File: src/inc/field_out_pkg.sv
// Constants shared by the field terminal output writer and its testbench.
// Assumes a 32-bit classic Wishbone register bus and a 16-bit host word port.
package field_out_pkg;

  // Clock and timing.
  localparam int CLK_PERIOD_NS = 4;
  localparam int MS_NS = 1000000;
  localparam int CYCLES_PER_MS_DEF = MS_NS / CLK_PERIOD_NS;

  // Register byte offsets.
  localparam logic [7:0] CTRL_OFS = 8'h00;
  localparam logic [7:0] PERIOD_OFS = 8'h04;
  localparam logic [7:0] SCAN_OFS = 8'h08;
  localparam logic [7:0] NODES_OFS = 8'h0C;
  localparam logic [7:0] STATUS_OFS = 8'h10;
  localparam logic [7:0] VALUE_OFS = 8'h20;

  // Control field positions.
  localparam int CTRL_RUN_BIT = 0;
  localparam int CTRL_TYPE_LSB = 4;
  localparam int CTRL_UNIT_LSB = 8;

  // Status field positions.
  localparam int ST_FAULT_BIT = 0;
  localparam int ST_CONV_BIT = 1;
  localparam int ST_BUSY_BIT = 2;
  localparam int ST_DROP_BIT = 3;
  localparam int ST_ALPHA_LSB = 8;
  localparam int ST_SKIP_LSB = 16;

  // Reset values.
  localparam logic [31:0] CTRL_RST = 32'h0000_0000;
  localparam logic [15:0] PERIOD_RST = 16'h0064;
  localparam logic [15:0] SCAN_RST = 16'h000A;
  localparam logic [8:0] NODES_RST = 9'h000;

  // Host area layout: leading word n = base + unit * span.
  localparam logic [15:0] AREA_BASE = 16'h0000;
  localparam logic [15:0] AREA_SPAN = 16'h000A;

  // Channel-enable masks.
  localparam logic [15:0] MASK_8CH = 16'h00FF;
  localparam logic [15:0] MASK_2CH = 16'h0003;
  localparam logic [15:0] MASK_4CH = 16'h000F;

  // Period check: scan * (alpha + 2) * 10 < period * 9.
  localparam logic [3:0] ALPHA_ADD = 4'h2;
  localparam logic [3:0] RATIO_NUM = 4'h9;
  localparam logic [3:0] RATIO_DEN = 4'hA;
  localparam logic [3:0] ALPHA_MAX = 4'hE;
  localparam logic [8:0] NODES_GROUP = 9'h014;
  localparam logic [8:0] NODES_LAST = 9'h116;

  // Terminal kinds as held in the control register.
  typedef enum logic [3:0] {
    TT_INPUT = 4'h0,
    TT_AO8 = 4'h1,
    TT_MIX2 = 4'h2,
    TT_MIX4 = 4'h3,
    TT_ISO4 = 4'h4,
    TT_AO8B = 4'h5,
    TT_AO4 = 4'h6
  } term_type_t;

  // Write sequencer states, one-hot.
  typedef enum logic [3:0] {
    S_IDLE = 4'b0001,
    S_PREP = 4'b0010,
    S_MASK = 4'b0100,
    S_VAL = 4'b1000
  } seq_state_t;

endpackage

File: src/field_out_writer.sv
// Write side of the field terminals: period check and host I/O area writer.
// Assumes a classic Wishbone master and a host word port that accepts on ready.
//
// Operation
// RQ1: Host keeps scan times (alpha + 2) below 0.9 of each terminal period.
// RQ2: On a period violation the exchange is skipped and counted; refresh must lengthen.
// RQ3: Alpha is 1 for 0 to 18 terminals, one more per group, 14 at most.
// RQ4: Host should keep the period at least 3.3 times its scan time.
// RQ5: On run start, write the area selected by the configured unit number.
// RQ6: Leading word gets 00FF, 0003 or 000F Hex by terminal kind.
// RQ7: Analog values go to words one to eight, four or two after the lead.
// RQ8: Isolated output kind skips the leading word; input kinds write nothing.
// RQ9: Host sets the unit number to match the target unit before running.
// RQ10: Host clears conversion enable on entering program mode; unit holds output.
// RQ11: Conversion enable is forced on while terminals are in use.
// RQ12: After program entry conversion enable is off for one operation cycle.
// RQ13: Host may set the memory hold flag to avoid the brief output change.
// RQ14: Isolated output kind has no conversion enable and converts by default.
// RQ15: Isolated output kind drops to lower limit for one operation cycle.
// RQ16: A status flag shows when the period fails the constraint.
`timescale 1ns/1ns
`default_nettype none
module field_out_writer
  import field_out_pkg::*;
#(
  parameter int CYCLES_PER_MS = CYCLES_PER_MS_DEF,
  parameter int CHANNELS = 8
) (
  input wire logic clk_i,
  input wire logic rst_i,
  input wire logic wb_cyc_i,
  input wire logic wb_stb_i,
  input wire logic wb_we_i,
  input wire logic [7:0] wb_adr_i,
  input wire logic [3:0] wb_sel_i,
  input wire logic [31:0] wb_dat_i,
  output logic [31:0] wb_dat_o,
  output logic wb_ack_o,
  output logic hio_wr_o,
  output logic [15:0] hio_addr_o,
  output logic [15:0] hio_data_o,
  input wire logic hio_ready_i,
  input wire logic host_program_i,
  input wire logic io_memory_hold_flag_i,
  output logic conv_enable_o,
  output logic low_limit_o,
  output logic period_fault_o
);

  localparam int AW = $clog2(CHANNELS);

  logic [31:0] ctrl_r;
  logic [15:0] period_r;
  logic [15:0] scan_r;
  logic [8:0] nodes_r;
  logic [15:0] skip_r;
  logic [31:0] rd_r;
  logic rd_mem_r;
  logic ack_r;
  logic [31:0] pre_r;
  logic [15:0] ms_r;
  logic op_tick;
  logic [3:0] alpha;
  logic [31:0] lhs;
  logic [31:0] rhs;
  logic fault;
  seq_state_t state_r;
  seq_state_t state_nxt;
  logic [3:0] idx_r;
  logic [AW-1:0] seq_raddr;
  logic [15:0] seq_rdata;
  logic [15:0] bus_rdata;
  logic prog_d_r;
  logic drop_r;
  logic [15:0] mask;
  logic [3:0] nvals;
  logic has_flag;
  logic writes;
  logic run;
  logic wb_req;
  logic wb_wr;
  logic mem_hit;
  term_type_t ttype;

  assign run = ctrl_r[CTRL_RUN_BIT];
  assign ttype = term_type_t'(ctrl_r[CTRL_TYPE_LSB +: 4]);
  assign wb_req = wb_cyc_i & wb_stb_i & ~ack_r;
  assign wb_wr = wb_req & wb_we_i;
  assign mem_hit = (wb_adr_i[7:5] == VALUE_OFS[7:5]);

  // Merge byte lanes of a bus write into an old register value.
  function automatic logic [31:0] merge(input logic [31:0] old, input logic [31:0] nw, input logic [3:0] sel);
    logic [31:0] res;
    res = old;
    for (int b = 0; b < 4; b++) begin
      if (sel[b]) begin
        res[8*b +: 8] = nw[8*b +: 8];
      end
    end
    return res;
  endfunction

  // Narrow registers take their merged write value from a named word, since a function result cannot be sliced.
  logic [31:0] period_m, scan_m, nodes_m;
  assign period_m = merge({16'h0000, period_r}, wb_dat_i, wb_sel_i);
  assign scan_m = merge({16'h0000, scan_r}, wb_dat_i, wb_sel_i);
  assign nodes_m = merge({23'h000000, nodes_r}, wb_dat_i, wb_sel_i);

  // Terminal kind decode: mask, value count and whether a conversion flag exists.
  always_comb begin
    mask = 16'h0000;
    nvals = 4'h0;
    has_flag = 1'b1;
    writes = 1'b1;
    case (ttype)
      TT_AO8, TT_AO8B: begin
        mask = MASK_8CH; // [RQ6]
        nvals = 4'h8; // [RQ7]
      end
      TT_MIX2: begin
        mask = MASK_2CH; // [RQ6]
        nvals = 4'h2; // [RQ7]
      end
      TT_MIX4, TT_AO4: begin
        mask = MASK_4CH; // [RQ6]
        nvals = 4'h4; // [RQ7]
      end
      TT_ISO4: begin
        nvals = 4'h4; // [RQ8]
        has_flag = 1'b0; // [RQ14]
      end
      default: begin
        writes = 1'b0; // [RQ8]
        has_flag = 1'b0;
      end
    endcase
  end

  // Alpha grows by one per group of terminals; the table's first group is one short.
  always_comb begin
    if (nodes_r > NODES_LAST) begin
      alpha = ALPHA_MAX; // [RQ3]
    end else begin
      alpha = 4'((nodes_r + 9'h001) / NODES_GROUP) + 4'h1; // [RQ3]
    end
  end

  // Both sides are scaled by ten so the 0.9 factor stays in integers.
  assign lhs = 32'(scan_r) * (32'(alpha) + 32'(ALPHA_ADD)) * 32'(RATIO_DEN);
  assign rhs = 32'(period_r) * 32'(RATIO_NUM);
  assign fault = ~(lhs < rhs); // [RQ1] [RQ16]

  // Control registers written by software steer the sequencer.
  always_ff @(posedge clk_i) begin
    if (rst_i) begin
      ctrl_r <= CTRL_RST;
      period_r <= PERIOD_RST;
      scan_r <= SCAN_RST;
      nodes_r <= NODES_RST;
    end else if (wb_wr) begin
      case (wb_adr_i)
        CTRL_OFS: ctrl_r <= merge(ctrl_r, wb_dat_i, wb_sel_i);
        PERIOD_OFS: period_r <= period_m[15:0];
        SCAN_OFS: scan_r <= scan_m[15:0];
        NODES_OFS: nodes_r <= nodes_m[8:0];
        default: ;
      endcase
    end
  end

  // Bus answer: ack one cycle after the request, registered data alongside.
  always_ff @(posedge clk_i) begin
    if (rst_i) begin
      ack_r <= 1'b0;
      rd_r <= 32'h0000_0000;
      rd_mem_r <= 1'b0;
    end else begin
      ack_r <= wb_req;
      rd_mem_r <= wb_req & mem_hit;
      rd_r <= 32'h0000_0000;
      if (wb_req & ~wb_we_i) begin
        case (wb_adr_i)
          CTRL_OFS: rd_r <= ctrl_r;
          PERIOD_OFS: rd_r <= {16'h0000, period_r};
          SCAN_OFS: rd_r <= {16'h0000, scan_r};
          NODES_OFS: rd_r <= {23'h000000, nodes_r};
          STATUS_OFS: begin
            rd_r[ST_FAULT_BIT] <= fault; // [RQ16]
            rd_r[ST_CONV_BIT] <= conv_enable_o;
            rd_r[ST_BUSY_BIT] <= (state_r != S_IDLE);
            rd_r[ST_DROP_BIT] <= drop_r;
            rd_r[ST_ALPHA_LSB +: 4] <= alpha;
            rd_r[ST_SKIP_LSB +: 16] <= skip_r;
          end
          default: ;
        endcase
      end
    end
  end

  assign wb_ack_o = ack_r;
  assign wb_dat_o = rd_mem_r ? {16'h0000, bus_rdata} : rd_r;

  // Operation cycle timebase: a millisecond prescaler and a period counter.
  always_ff @(posedge clk_i) begin
    if (rst_i || !run) begin
      pre_r <= 32'h0000_0000;
      ms_r <= 16'h0000;
    end else if (pre_r == 32'(CYCLES_PER_MS - 1)) begin
      pre_r <= 32'h0000_0000;
      ms_r <= (ms_r + 16'h0001 >= period_r) ? 16'h0000 : ms_r + 16'h0001;
    end else begin
      pre_r <= pre_r + 32'h0000_0001;
    end
  end

  assign op_tick = run && (pre_r == 32'(CYCLES_PER_MS - 1)) && (ms_r + 16'h0001 >= period_r);

  // Sequencer: on an operation cycle that finds it idle with no period fault, write the mask if the kind has one, then the values.
  always_comb begin
    state_nxt = state_r;
    case (state_r)
      S_IDLE: begin
        if (op_tick && writes && !fault) begin // [RQ2] [RQ5]
          state_nxt = S_PREP;
        end
      end
      S_PREP: state_nxt = has_flag ? S_MASK : S_VAL; // [RQ8]
      S_MASK: begin
        if (hio_ready_i) begin
          state_nxt = S_VAL;
        end
      end
      S_VAL: begin
        if (hio_ready_i && (idx_r + 4'h1 == nvals)) begin
          state_nxt = S_IDLE;
        end
      end
      default: state_nxt = S_IDLE;
    endcase
  end

  always_ff @(posedge clk_i) begin
    if (rst_i) begin
      state_r <= S_IDLE;
    end else begin
      state_r <= state_nxt;
    end
  end

  // Value index advances as the host accepts each value word.
  always_ff @(posedge clk_i) begin
    if (rst_i || state_r == S_IDLE) begin
      idx_r <= 4'h0;
    end else if (state_r == S_VAL && hio_ready_i) begin
      idx_r <= idx_r + 4'h1;
    end
  end

  // Read ahead so the next value is ready the cycle after an accept.
  assign seq_raddr = (state_r == S_VAL && hio_ready_i) ? AW'(idx_r + 4'h1) : AW'(idx_r);

  // A tick that finds a period fault or a busy sequencer is a skipped exchange.
  always_ff @(posedge clk_i) begin
    if (rst_i) begin
      skip_r <= 16'h0000;
    end else if (op_tick && writes && (fault || state_r != S_IDLE) && skip_r != 16'hFFFF) begin
      skip_r <= skip_r + 16'h0001; // [RQ2]
    end
  end

  // Host word port: leading word n, then n+1 onward, all from the unit number.
  always_comb begin
    hio_wr_o = (state_r == S_MASK) || (state_r == S_VAL);
    hio_addr_o = AREA_BASE + 16'(ctrl_r[CTRL_UNIT_LSB +: 8]) * AREA_SPAN; // [RQ5] [RQ9]
    hio_data_o = mask; // [RQ6]
    if (state_r == S_VAL) begin
      hio_addr_o = hio_addr_o + 16'(idx_r) + 16'h0001; // [RQ7]
      hio_data_o = seq_rdata; // [RQ7]
    end
  end

  // Program entry drops conversion until the next operation cycle tick unless memory hold is set.
  always_ff @(posedge clk_i) begin
    if (rst_i) begin
      prog_d_r <= 1'b0;
      drop_r <= 1'b0;
    end else begin
      prog_d_r <= host_program_i;
      if (host_program_i && !prog_d_r && !io_memory_hold_flag_i && run) begin
        drop_r <= 1'b1; // [RQ10] [RQ12] [RQ13] [RQ15]
      end else if (op_tick) begin
        drop_r <= 1'b0; // [RQ12]
      end
    end
  end

  // Flag outputs are registered so they change only on clock edges.
  always_ff @(posedge clk_i) begin
    if (rst_i) begin
      conv_enable_o <= 1'b0;
      low_limit_o <= 1'b0;
      period_fault_o <= 1'b0;
    end else begin
      conv_enable_o <= run && has_flag && !drop_r; // [RQ11] [RQ12]
      low_limit_o <= run && (ttype == TT_ISO4) && drop_r; // [RQ14] [RQ15]
      period_fault_o <= fault; // [RQ16]
    end
  end

  value_store #(
    .DEPTH(CHANNELS),
    .WIDTH(16),
    .AW(AW)
  ) u_store (
    .clk_i(clk_i),
    .we_i(wb_wr && mem_hit && wb_sel_i[1:0] == 2'b11),
    .waddr_i(wb_adr_i[AW+1:2]),
    .wdata_i(wb_dat_i[15:0]),
    .raddr_a_i(seq_raddr),
    .rdata_a_o(seq_rdata),
    .raddr_b_i(wb_adr_i[AW+1:2]),
    .rdata_b_o(bus_rdata)
  );

endmodule
`default_nettype wire

File: src/value_store.sv
// Small store of analog output values, one write port and two read ports.
// Assumes one clock; read data appear from a register one cycle after the address.
`timescale 1ns/1ns
`default_nettype none
module value_store #(
  parameter int DEPTH = 8,
  parameter int WIDTH = 16,
  parameter int AW = 3
) (
  input wire logic clk_i,
  input wire logic we_i,
  input wire logic [AW-1:0] waddr_i,
  input wire logic [WIDTH-1:0] wdata_i,
  input wire logic [AW-1:0] raddr_a_i,
  output logic [WIDTH-1:0] rdata_a_o,
  input wire logic [AW-1:0] raddr_b_i,
  output logic [WIDTH-1:0] rdata_b_o
);

  logic [WIDTH-1:0] mem [DEPTH];

  // Contents are left unreset; software loads values before starting a run.
  always_ff @(posedge clk_i) begin
    if (we_i) begin
      mem[waddr_i] <= wdata_i;
    end
  end

  // Both read ports are registered so the sequencer and the bus see stable data.
  always_ff @(posedge clk_i) begin
    rdata_a_o <= mem[raddr_a_i];
    rdata_b_o <= mem[raddr_b_i];
  end

endmodule
`default_nettype wire

File: config.mk
export PLATFORM = sky130hd
export DESIGN_NAME = field_out_writer
export DESIGN_NICKNAME = d
export VERILOG_FILES = /design/src/inc/field_out_pkg.sv /design/src/field_out_writer.sv /design/src/value_store.sv
export SDC_FILE = /design/constraint.sdc
export NUM_CORES = 1
export LEC_CHECK = 0
export CORE_MARGIN = 4
export CORE_UTILIZATION = 30
export CTS_CLUSTER_DIAMETER = 80
export DETAILED_ROUTE_END_ITERATION = 8
export DONT_BUFFER_PORTS = 1
export MAX_ROUTING_LAYER = met4
export PLACE_DENSITY = 0.53
export RECOVER_POWER = 25
export SYNTH_ARGS = -nofsm -noshare
export SYNTH_HDL_FRONTEND = slang
export SYNTH_SLANG_ARGS = --single-unit
File: constraint.sdc
create_clock -name clk_i -period 26.5 [get_ports clk_i]
set_clock_uncertainty 0.15 [all_clocks]
set_input_delay 1.325 -clock clk_i [delete_from_list [all_inputs] [get_ports clk_i]]
set_output_delay 1.325 -clock clk_i [all_outputs]
set_load 0.01 [all_outputs]
### Yosys cells after proc, flatten, opt, wreduce, memory -nomap -nowiden

Memory sizes are Yosys's and may differ from the RTL's. A register that Yosys moved wholly into a read port is not among the register bits.
Cells that the tools add are included.

* bits in registers: 184
* memories: 1
* bits in latches: 0
* input bits: 52
* bits in writable memories: 128
* bits in read-only memories: 0
* word-level logic and storage cells: 142

* div/mod/pow operators: 1
* reductions and logical operators: 45
* equality and inequality tests: 23
* add/subtract/negate cells: 9
* magnitude comparators: 3
* mux-type cells: 24
* bitwise logic cells: 9
* shift operators: 0
* multiply operators: 4

Memory list
* u_store.mem: depth 8, width 16, read ports 2, clocked after Yosys merged registers in 2, write ports 1, RTL line value_store.sv:20 `logic [WIDTH-1:0] mem [DEPTH];`

Operators with widths (number)
* $pmux 4 s5: 2
* $reduce_and 3->1: 11
* $add 16x1->16 const B: 2
* $add 32x1->32 const B: 1
* $eq 32x18->1 const B: 1
* $mux 16: 2
* $mux 32: 1
* $pmux 16 s2: 1
* $pmux 4 s4: 2
* $lt 25x20->1: 1
* $mul 21x3->24 const B: 1
* $pmux 4 s3: 2
* $pmux 8 s3: 1
* $mul 16x5->21: 1
* $mul 16x4->20 const B: 1
* $mux 4: 5
* $logic_and 1x1->1: 17
* $eq 4x3->1 const B: 4
* $eq 8x4->1 const B: 2
* $ge 16x16->1: 1
* $ne 16x16->1 const B: 1
* $add 13x1->14 const B: 1
* $mux 14: 1
* $add 12x4->13: 1
* other kinds (28): 55

### Logic depth before layout (Yosys ltp)

Gate-level depths: netlist (run 1).

* word-level depth: 12
* mapped depth: 52

### Modules after synthesis

Synthesis (run 1) repeated with hierarchy kept, for this count alone.

* cell total of the unflattened synthesis: 2086
* area total of the unflattened synthesis: 21734.6 µm²

Modules (own cells, without submodules)
* field_out_writer: seq. area each 3683.5 µm², cells each 1799, instances 1, area an instance 15049.4 µm²
* value_store: seq. area each 4484.3 µm², cells each 287, instances 1, area an instance 6685.2 µm²

### Least setup slack after synthesis (run 1)

Ideal clock, no wire load.

* path type: reg2reg
* from: register nodes_r[1]
* to: register skip_r[13]
* data required time: 26.227 ns
* cell stages (with the launch flop): 48
* clock period less this slack: 10.773 ns
* arrival: 10.499 ns
* setup slack: 15.727 ns
* library setup time: 0.123 ns
* buffers on the path: 4
* path through: dfxtp_1 -> ha_1 -> nand3_1 -> nor2_2 -> xnor2_1 -> o221ai_1 -> or2_1 -> buf_2 -> nor4_1 -> a311oi_1 -> and3_1 -> ha_1 -> nor2_1 -> inv_1 -> ha_1 -> a2111oi_4 -> buf_4 -> nor3b_1 -> [12 not listed] -> xnor2_1 -> ha_1 -> ha_1 -> a2111oi_0 -> a31oi_1 -> nor2_1 -> nor2_1 -> ha_1 -> and3_1 -> nand3_1 -> nor3_1 -> o221ai_1 -> and3_1 -> and4b_1 -> buf_6 -> buf_8 -> a2111oi_4 -> mux2_1

* word-level cells in the longest chain between the ends: 12

Ends and longest elaborated chain
* start, declared: RTL line field_out_writer.sv:55 `logic [8:0] nodes_r;`
* start signal, assigned: RTL line field_out_writer.sv:165 `NODES_OFS: nodes_r <= nodes_m[8:0];`
* $add 9x1->9: RTL line field_out_writer.sv:144 `alpha = 4'((nodes_r + 9'h001) / NODES_GROUP) + 4'h1;`
* $div 9x5->9: RTL line field_out_writer.sv:144
* $add 4x1->4: RTL line field_out_writer.sv:144
* $mux 4 (*): RTL line field_out_writer.sv:141 `if (nodes_r > NODES_LAST) begin`
* $add 4x2->5 (*): RTL line field_out_writer.sv:149 `assign lhs = 32'(scan_r) * (32'(alpha) + 32'(ALPHA_ADD)) * 32'(RATIO_DEN);`
* $mul 16x5->21 (*): RTL line field_out_writer.sv:149
* $mul 21x3->24 (*): RTL line field_out_writer.sv:149
* $lt 25x20->1 (*): RTL line field_out_writer.sv:151 `assign fault = ~(lhs < rhs);`
* $not 1->1 (*): RTL line field_out_writer.sv:151
* $logic_or 1x1->1 (*): RTL line field_out_writer.sv:267 `end else if (op_tick && writes && (fault || state_r != S_IDLE) && skip_r != 16'hFFFF) begin`
* $logic_and 1x1->1 (*) (2 in a row): RTL line field_out_writer.sv:267
* end signal, assigned: RTL line field_out_writer.sv:268 `skip_r <= skip_r + 16'h0001;`
* end, declared: RTL line field_out_writer.sv:56 `logic [15:0] skip_r;`

Mark *: on every way between the ends. The rest lies on a longest branch, timed or not.
A chain may end at the register's enable or synchronous reset.

### Worst setup path after layout (run 1)

* from: register nodes_r[5]
* to: register skip_r[11]

The elaborated chain is that of the path after synthesis.

==> results of run 1 <==
-- through the flow --
stage | setup slack (ns) | instance area [sq um]
5_1_grt | 12.07 | 23600
6_report | 13.15 | 23600
3_5_place_dp | 13.38 | 22400
4_1_cts | 13.30 | 23600
2_1_floorplan | 15.73 | 21500
3_3_place_gp | 13.74 | 22400
-- power by group --
group	switching [mW]	internal, mW
Combinational	0.00522	0.00852
Clock	0.219	0.303
Sequential	0.00112	0.550
Total	0.225	0.861
-- logic make-up (layout without fill, tap and decap cells) --
group,count (synthesis),count (layout),share of synthesized area (%)
simple gates,658,658,15.3
flops,344,344,38.0
compound gates,329,329,10.9
buf+inv,214,206,4.16
mux,208,208,14.0
fa+ha+maj,197,197,13.1
xor+xnor,109,109,4.45
other cells,1,4,0.0175
-- cells in the mapped netlist, types with 8 or more instances --
library cell,n
nand3_1,51
and2_1,61
a31oi_1,8
dfxtp_1,216
and3_1,16
nand4_1,19
o211ai_1,8
o21a_1,14
o21ai_0,66
nor3_1,34
nor2_1,218
nor2b_1,46
a21oi_1,76
a22o_1,30
ha_1,151
xor2_1,41
buf_4,9
a21o_1,27
or2_2,9
clkbuf_1,65
mux2_2,63
nor3b_1,22
nand2_1,110
a211oi_1,17
nor4_1,13
mux2i_1,74
xnor2_1,68
fa_1,46
inv_1,123
edfxtp_1,128
mux4_2,68
nand2b_1,20
or3_1,16
-- sequential cells by signal, indices dropped and copies added, names as in the netlist, 4 cells and up --
register,flops
u_store.rdata_b_o,16
state_r,4
ctrl_r,32
nodes_r,9
rd_r,32
ms_r,16
skip_r,16
scan_r,16
idx_r,4
period_r,16
u_store.mem,128
pre_r,32
u_store.rdata_a_o,16
-- layout make-up --
class                           count  area, sq um  area share (%)
Multi-Input combinational cell   1505        12500            52.7
Tap cell                          940         1180            4.98
Inverter                          123          462            1.95
Clock inverter                     14          185           0.784
Timing Repair Buffer               16          120           0.508
Clock buffer                       53         1060            4.47
Sequential cell                   344         8170            34.6
-- how the worst max path moves through the flow --
stage | to | startpoint
global route | skip_r[11] | nodes_r[5]
detailed placement | skip_r[11] | nodes_r[5]
floorplan | skip_r[13] | nodes_r[1]
finish | skip_r[11] | nodes_r[5]
CTS | skip_r[11] | nodes_r[5]
global placement | skip_r[10] | nodes_r[5]
-- layer usage --
metal | wire, microns | vias up | global-route usage [%]
met1 | 25300 | 7619 | 19.4
met2 | 27800 | 362 | 25.6
li1 | - | 7352 | -
met3 | 2830 | 83 | 2.36
met4 | 1430 | 0 | 3.76
met5 | 0 | - | -
==> out/results.txt, run 1 <==
Cell count along the critical path: 42
Largest stage delay, worst path: 0.84 ns
Worst R2R Setup Slack: 13.15 ns
Final WL: 57300 microns
Root buf cell: clkbuf_16
DR iter-0 viols: 1165
Buffer depth of the longest clock path: 3
TNS Setup: 0 ns
DP Cell Count: 2928
CTS tree: built
Cts repair resizes: 0
Worst r2r path cells: 42
WS Path Type: reg2reg
P_leak: 9.46 nW
WHS Endpoint: rd_r[28]
Pwr Density: 46.0 nW/um^2
RD Place Congestion: 0.863
Initial core utilization: 30.4%
Crit Path Max Fanout: 17
Row count: 97
Routed Antenna Nets: 0
#FFs+latches synth: 344
Fillers: 7013
Die area: 75900 sq um
FFs w/ async S/R, synth: 0%
Most frequent cells in the layout: 218 x nor2_1, 215 x dfxtp_1, 151 x ha_1
Worst-Margin Slew: 1.26 ns
Worst IR Drop VDD: 38.9 uV
R2r startpoint: nodes_r[5]
Gr usage total: 15.3%
CP most frequent cell: ha_1
Io pins: 121
Max frequency: 74.9 MHz
Hold Path Depth: 1
CTS buffer count: 38
CP max-delay cell: a2111oi_4
Worst setup SP type: flop
Yosys top cell area share: 20.1%
Mean number of vias per cell: 5.15
Final Hold Viols: 0
Initial antenna violation count: 2
Number of synthesized flops with an enable pin: 128
Number of global-route vias before repair: 15300
# hold bufs at CTS: 0
GRT Residual Overflow: 0
H-Tree Depth: 2
Ranking of synthesized cells by area: dfxtp_1 20%, edfxtp_1 18%, ha_1 8.8%, mux4_2 7.1%, fa_1 4.3%
Crit share post-route: 50.4%
Slew headroom: 15.6%
Commonest register cell after synthesis: dfxtp_1
Layout cell share with drive strength beyond 1: 11.4%
CP endpoint kind: flop
Worst Hold Class: reg2reg
Antenna diode count: 0
Largest net degree at the start of global routing: 117
Post-DP HPWL: 42500 microns
Cell variety after synth: 86
Wire per inst: 19.1 microns
Chip height: 276 microns
Synth Instances: 2060
WHS: 0.314 ns
Dominant cell type by area after synthesis: dfxtp_1
Vias after detailed routing: 15400
Avg Inst Size Synth: 10.4 sq um
Ys Warns: 0
Die Wd: 276 microns
Hold Startpoint: ctrl_r[28]
Status: finished, final reports clean
Max cap viols: 0
Fin cells: 2995
Capturing point of the worst reg2reg path: skip_r[11]
Req. time, crit path: 26.80 ns
Endpoints failing setup: 0
Clk Latency, worst-skew pair: 0.57 ns
RSZ-0062 raised after global routing: false
Commonest non-fill, non-tap cell in the layout: nor2_1
Mapped Area: 21500 sq um
Total power: 1.09 mW
Utilization after layout: 33.5%
Worst-path clk slew: 0.06 ns
CP top delay family: compound AO/OA/AOI/OAI gates
Data arrival time of the worst path: 13.64 ns
DRC errors left: 0
Final nets: 2277
PortBufs: 0
Pins Over Slew Limit: 0
Sequential area share after synthesis: 38.0%
First-pass GRT wire length: 89200 microns
Buf/Inv on CP: 4
Core area: 70500 sq um
TritonRoute pass-1 iters: 7
Clock Sink Count: 344
Area growth syn-to-layout: 10.1%
Fin crit period: 13.35 ns
Postcts setup bufs: 0
No activity file was read; power rests on OpenSTA's default activity.
==> inputs of run 2 (changes only) <==
Clock period 26.5 ns to 12.49 ns, I/O delays scaled along.
==> out/results.txt, run 2 (synthesized netlist as in run 1, its figures left out) <==
Status: finished with violations (was finished, final reports clean)
Failing checks: capacitance limit, slew limit
RD Place Congestion: 0.862 (was 0.863)
Mean number of vias per cell: 5.13 (was 5.15)
Area of the multi-input gates: 12500 sq um (about the same)
Area growth syn-to-layout: 11.2% (was 10.1%)
Worst setup SP type: flop (unchanged)
Row count: 97 (unchanged)
Wire per inst: 19.4 microns (was 19.1 microns)
Initial core utilization: 30.4% (unchanged)
Total power: 2.30 mW (was 1.09 mW)
Buffer depth of the longest clock path: 3 (unchanged)
WHS: 0.0433 ns (was 0.314 ns)
TNS Setup: 0 ns (unchanged)
Initial antenna violation count: 3 (was 2)
Number of global-route vias before repair: 15700 (was 15300)
Die Wd: 276 microns (unchanged)
Vias after detailed routing: 15500 (was 15400)
RSZ-0062 raised after global routing: false (unchanged)
DP Cell Count: 2931 (was 2928)
Antenna diode count: 0 (unchanged)
Number of flip-flops in the largest register: 128 (unchanged)
Max cap viols: 1 (was 0)
P_leak: 9.52 nW (was 9.46 nW)
Largest net degree at the start of global routing: 74 (was 117)
Crit share post-route: 93.5% (was 50.4%)
Io pins: 121 (unchanged)
Final WL: 58700 microns (was 57300 microns)
Crit Path Max Fanout: 15 (was 17)
DR iter-0 viols: 1067 (was 1165)
R2r startpoint: nodes_r[1] (was nodes_r[5])
Slew headroom: -139% (was 15.6%)
Capturing point of the worst reg2reg path: skip_r[9] (was skip_r[11])
WHS Endpoint: period_r[6] (was rd_r[28])
Clock Sink Count: 344 (unchanged)
Pins Over Slew Limit: 74 (was 0)
Fin crit period: 11.68 ns (was 13.35 ns)
Worst Hold Class: in2reg (was reg2reg)
DRC errors left: 0 (unchanged)
Commonest non-fill, non-tap cell in the layout: nor2_1 (unchanged)
Max frequency: 85.6 MHz (was 74.9 MHz)
Data arrival time of the worst path: 11.98 ns (was 13.64 ns)
CTS tree: built (unchanged)
CP endpoint kind: flop (unchanged)
CP most frequent cell: ha_1 (unchanged)
Pwr Density: 96.4 nW/um^2 (was 46.0 nW/um^2)
Largest Register: u_store.mem (unchanged)
Final nets: 2299 (was 2277)
Largest stage delay, worst path: 0.56 ns (was 0.84 ns)
Fillers: 7131 (was 7013)
Hold Startpoint: rst_i (was ctrl_r[28])
Worst IR Drop VDD: 86.7 uV (was 38.9 uV)
DP Worst Slack: 0.358 ns (was 13.38 ns)
Routed Antenna Nets: 0 (unchanged)
Most frequent cells in the layout: 218 x nor2_1, 212 x dfxtp_1, 151 x ha_1 (was 218 x nor2_1, 215 x dfxtp_1, 151 x ha_1)
Gr usage total: 15.7% (was 15.3%)
First-pass GRT wire length: 91600 microns (was 89200 microns)
CTS buffer count: 38 (unchanged)
WS Path Type: reg2reg (unchanged)
Worst-Margin Slew: 3.59 ns (was 1.26 ns)
CP max-delay cell: fa_1 (was a2111oi_4)
Endpoints failing setup: 0 (unchanged)
Worst r2r path cells: 45 (was 42)
Root buf cell: clkbuf_16 (unchanged)
Fin cells: 3018 (was 2995)
H-Tree Depth: 2 (unchanged)
Setup ws final: 0.810 ns (was 13.15 ns)
Worst-path clk slew: 0.06 ns (about the same)
Layout cell share with drive strength beyond 1: 12.2% (was 11.4%)
Chip height: 276 microns (unchanged)
Post-DP HPWL: 42500 microns (about the same)
PortBufs: 0 (unchanged)
GRT Residual Overflow: 0 (unchanged)
Worst R2R Setup Slack: 0.81 ns (was 13.15 ns)
Core area: 70500 sq um (unchanged)
FF+latch area: 8170 sq um (about the same)
Die area: 75900 sq um (unchanged)
TritonRoute pass-1 iters: 5 (was 7)
Req. time, crit path: 12.78 ns (was 26.80 ns)
Hold Path Depth: 1 (unchanged)
Final Hold Viols: 0 (unchanged)
Clk Latency, worst-skew pair: 0.56 ns (was 0.57 ns)
run 2: through the flow:
stage | cell area, sq um | util [%]
5_1_grt | 23900 | 33.8
3_5_place_dp | 22400 | 31.8
2_1_floorplan | 21500 | -
3_3_place_gp | 22400 | 31.8
4_1_cts | 23800 | 33.8
6_report | 23900 | 33.8
run 2: how the worst max path moves through the flow:
stage               start         end  slack (ns)  cells after the start
2_1_floorplan  nodes_r[1]  skip_r[13]        1.72                     47
3_3_place_gp   nodes_r[6]   skip_r[9]        0.71                     40
3_5_place_dp   nodes_r[5]  skip_r[10]        0.36                     43
4_1_cts        nodes_r[5]  skip_r[10]        0.31                     42
5_1_grt        nodes_r[1]   skip_r[9]        0.05                     45
6_report       nodes_r[1]   skip_r[9]        0.81                     45
run 2: timing repair:
item / CTS / global route
hold endpoints to repair: 201 / 0
resized for setup: 0 / 18
setup buffers: 0 / 0
hold buffers: 19 / 0
endpoints found under the setup margin: 0 / 16
run 2: layout make-up:
cell class                 count  share of cell area [%]
sequential                   344                    34.2
timing repair buffer          38                    1.37
clock inverter                12                   0.582
inverter                     123                    1.93
clock buffer                  56                    4.46
multi-input combinational   1505                    52.5
tap                          940                    4.93
run 2: per-layer routing:
metal	vias up	global-route usage [%]	share of wire (%)
li1	7404	-	-
met1	7722	20.0	45
met2	312	26.2	49
met3	55	2.36	4.6
met4	0	3.84	2.0
met5	-	-	0
run 2: worst max-delay path: cells and delay by family, from the launching register on:
kind	cells	cell delay (ns)
flops	1	0.46
buf+inv	4	0.45
simple gates	13	2.90
compound gates	16	3.53
fa+ha+maj	10	3.50
mux	1	0.38
xor+xnor	1	0.17
run 2: where the power goes:
group / total, mW / switching [mW] / internal, mW
clock: 1.09 / 0.467 / 0.621
sequential: 1.17 / 0.00230 / 1.17
combinational: 0.0453 / 0.0228 / 0.0225
total: 2.30 / 0.492 / 1.81
==> inputs of run 3 (changes only) <==
--- a/constraint.sdc
+++ b/constraint.sdc
@@ -4,2 +4,2 @@
 set_output_delay 0.6245 -clock clk_i [all_outputs]
-set_load 0.01 [all_outputs]
+set_load 0.1 [all_outputs]
==> out/results.txt, run 3 (synthesized netlist as in run 1, its figures left out) <==
Status: finished with violations (unchanged)
Failing checks: capacitance limit, slew limit (unchanged)
Die area: 75900 sq um (unchanged)
Postcts setup bufs: 0 (unchanged)
Critical path origin: nodes_r[1] (unchanged)
Fillers: 7016 (was 7131)
RSZ-0062 raised after global routing: false (unchanged)
Pint: 1.84 mW (was 1.81 mW)
H-Tree Depth: 2 (unchanged)
Part of the power in registers: 49.9% (was 50.8%)
Buf/Inv on CP: 2 (was 4)
CP top delay family: compound AO/OA/AOI/OAI gates (unchanged)
Mean number of vias per cell: 5.16 (was 5.13)
Fin cells: 3037 (was 3018)
Largest net degree at the start of global routing: 65 (was 74)
Layout cell share with drive strength beyond 1: 14.2% (was 12.2%)
Comb power frac: 2.1% (was 2.0%)
CP endpoint kind: flop (unchanged)
Final Hold Viols: 0 (unchanged)
PortBufs: 0 (unchanged)
Sw Share: 21.3% (was 21.4%)
RD Place Congestion: 0.856 (was 0.862)
WHS: 0.0261 ns (was 0.0433 ns)
Final nets: 2312 (was 2299)
CTS buffer count: 38 (unchanged)
P_leak: 9.72 nW (was 9.52 nW)
Wire per inst: 19.5 microns (was 19.4 microns)
GRT Residual Overflow: 0 (unchanged)
Routed Antenna Nets: 0 (unchanged)
Utilization after layout: 34.3% (was 33.8%)
Most frequent cells in the layout: 216 x nor2_1, 211 x dfxtp_1, 151 x ha_1 (was 218 x nor2_1, 212 x dfxtp_1, 151 x ha_1)
Core area: 70500 sq um (unchanged)
Slew headroom: -13.7% (was -139%)
Number of global-route vias before repair: 15600 (was 15700)
Req. time, crit path: 12.78 ns (about the same)
Worst-Margin Slew: 1.71 ns (was 3.59 ns)
Worst setup SP type: flop (unchanged)
Clock Sink Count: 344 (unchanged)
Max cap viols: 1 (unchanged)
Initial antenna violation count: 3 (unchanged)
Io pins: 121 (unchanged)
Largest Register: u_store.mem (unchanged)
Chip height: 276 microns (unchanged)
Hold Startpoint: wb_dat_i[2] (was rst_i)
Die Wd: 276 microns (unchanged)
DRC errors left: 0 (unchanged)
Area of the multi-input gates: 12700 sq um (was 12500 sq um)
Endpoints failing setup: 0 (unchanged)
Crit share post-route: 94.5% (was 93.5%)
Buffer depth of the longest clock path: 3 (unchanged)
Largest stage delay, worst path: 0.56 ns (about the same)
CTS tree: built (unchanged)
Data arrival time of the worst path: 12.09 ns (was 11.98 ns)
Number of flip-flops in the largest register: 128 (unchanged)
Pwr Density: 96.8 nW/um^2 (was 96.4 nW/um^2)
Worst-path clk slew: 0.06 ns (about the same)
Vias after detailed routing: 15700 (was 15500)
Final WL: 59100 microns (was 58700 microns)
Row count: 97 (unchanged)
TritonRoute pass-1 iters: 5 (unchanged)
Crit Path Max Fanout: 16 (was 15)
Post-DP HPWL: 42800 microns (was 42500 microns)
P_sw: 499 uW (was 492 uW)
Commonest non-fill, non-tap cell in the layout: nor2_1 (unchanged)
Initial core utilization: 30.4% (unchanged)
Gr usage total: 15.6% (was 15.7%)
TNS Setup: 0 ns (unchanged)
Clk Latency, worst-skew pair: 0.55 ns (was 0.56 ns)
Area growth syn-to-layout: 12.7% (was 11.2%)
CP max-delay cell: fa_1 (unchanged)
CP most frequent cell: ha_1 (unchanged)
Root buf cell: clkbuf_16 (unchanged)
Clock power frac: 48.0% (was 47.3%)
DP Cell Count: 2941 (was 2931)
DR iter-0 viols: 1236 (was 1067)
Worst Hold Class: in2reg (unchanged)
Pins Over Slew Limit: 33 (was 74)
Worst IR Drop VDD: 93.8 uV (was 86.7 uV)
FF+latch area: 8170 sq um (about the same)
WS Path Type: reg2reg (unchanged)
Total power: 2.34 mW (was 2.30 mW)
First-pass GRT wire length: 90400 microns (was 91600 microns)
Fin crit period: 11.80 ns (was 11.68 ns)
R2r startpoint: nodes_r[1] (unchanged)
Max frequency: 84.8 MHz (was 85.6 MHz)
[run 3: cell count changes in the layout (fill, tap and decap cells not counted), moves of 3 or more]
cell,before,now
nor2b_1,46,30
nor2b_2,0,16
buf_4,19,28
clkbuf_1,13,7
xnor2_1,67,61
xnor2_2,1,7
o21ai_0,66,61
o21ai_2,0,5
diode_2,0,4
clkinv_2,3,6
dlygate4sd3_1,18,21
[run 3: area by class of cell]
type / instances / area share, %
Inverter: 123 / 1.91
Clock inverter: 18 / 0.750
Tap cell: 940 / 4.86
Multi-Input combinational cell: 1505 / 52.3
Antenna cell: 4 / 0.0414
Clock buffer: 52 / 4.46
Sequential cell: 344 / 33.8
Timing Repair Buffer: 51 / 1.87
[run 3: worst paths after layout]
kind / cells past startpoint / slack (ns) / to
setup / recovery: 44 / 0.69 / skip_r[10]
hold / removal: 0 / 0.03 / u_store.mem[3][2]
setup reg to reg: 44 / 0.69 / skip_r[10]
hold reg to reg: 1 / 0.32 / rd_r[28]
[run 3: timing repair]
item                       4_1_cts  5_1_grt
resized for setup                0       17
setup endpoints to repair        0       18
hold endpoints to repair        90       13
hold buffers                    15        7
[run 3: metrics by stage]
stage	worst slack, ns	cell area [sq um]
CTS	0.381	24000
floorplan	1.72	21500
global route	0.000511	24200
global placement	0.714	22600
detailed placement	0.394	22600
finish	0.693	24200
[run 3: layer usage]
layer	routed length, microns	share of wire, %	up-vias	global-route usage (%)
li1	-	-	7429	-
met4	2020	3.4	0	5.28
met1	25900	44	7780	19.3
met3	3290	5.6	91	3.18
met2	27900	47	378	25.4
met5	0	0	-	-
[run 3: power groups by stage]
stage	sequential, mW	clock [mW]	combinational, mW
6_report	1.17	1.12	0.0497
5_1_grt	1.17	1.20	0.0527
4_1_cts	1.17	1.15	0.0479
3_5_place_dp	1.19	0	0.0360
3_3_place_gp	1.19	0	0.0358
2_1_floorplan	1.19	0	0.0445
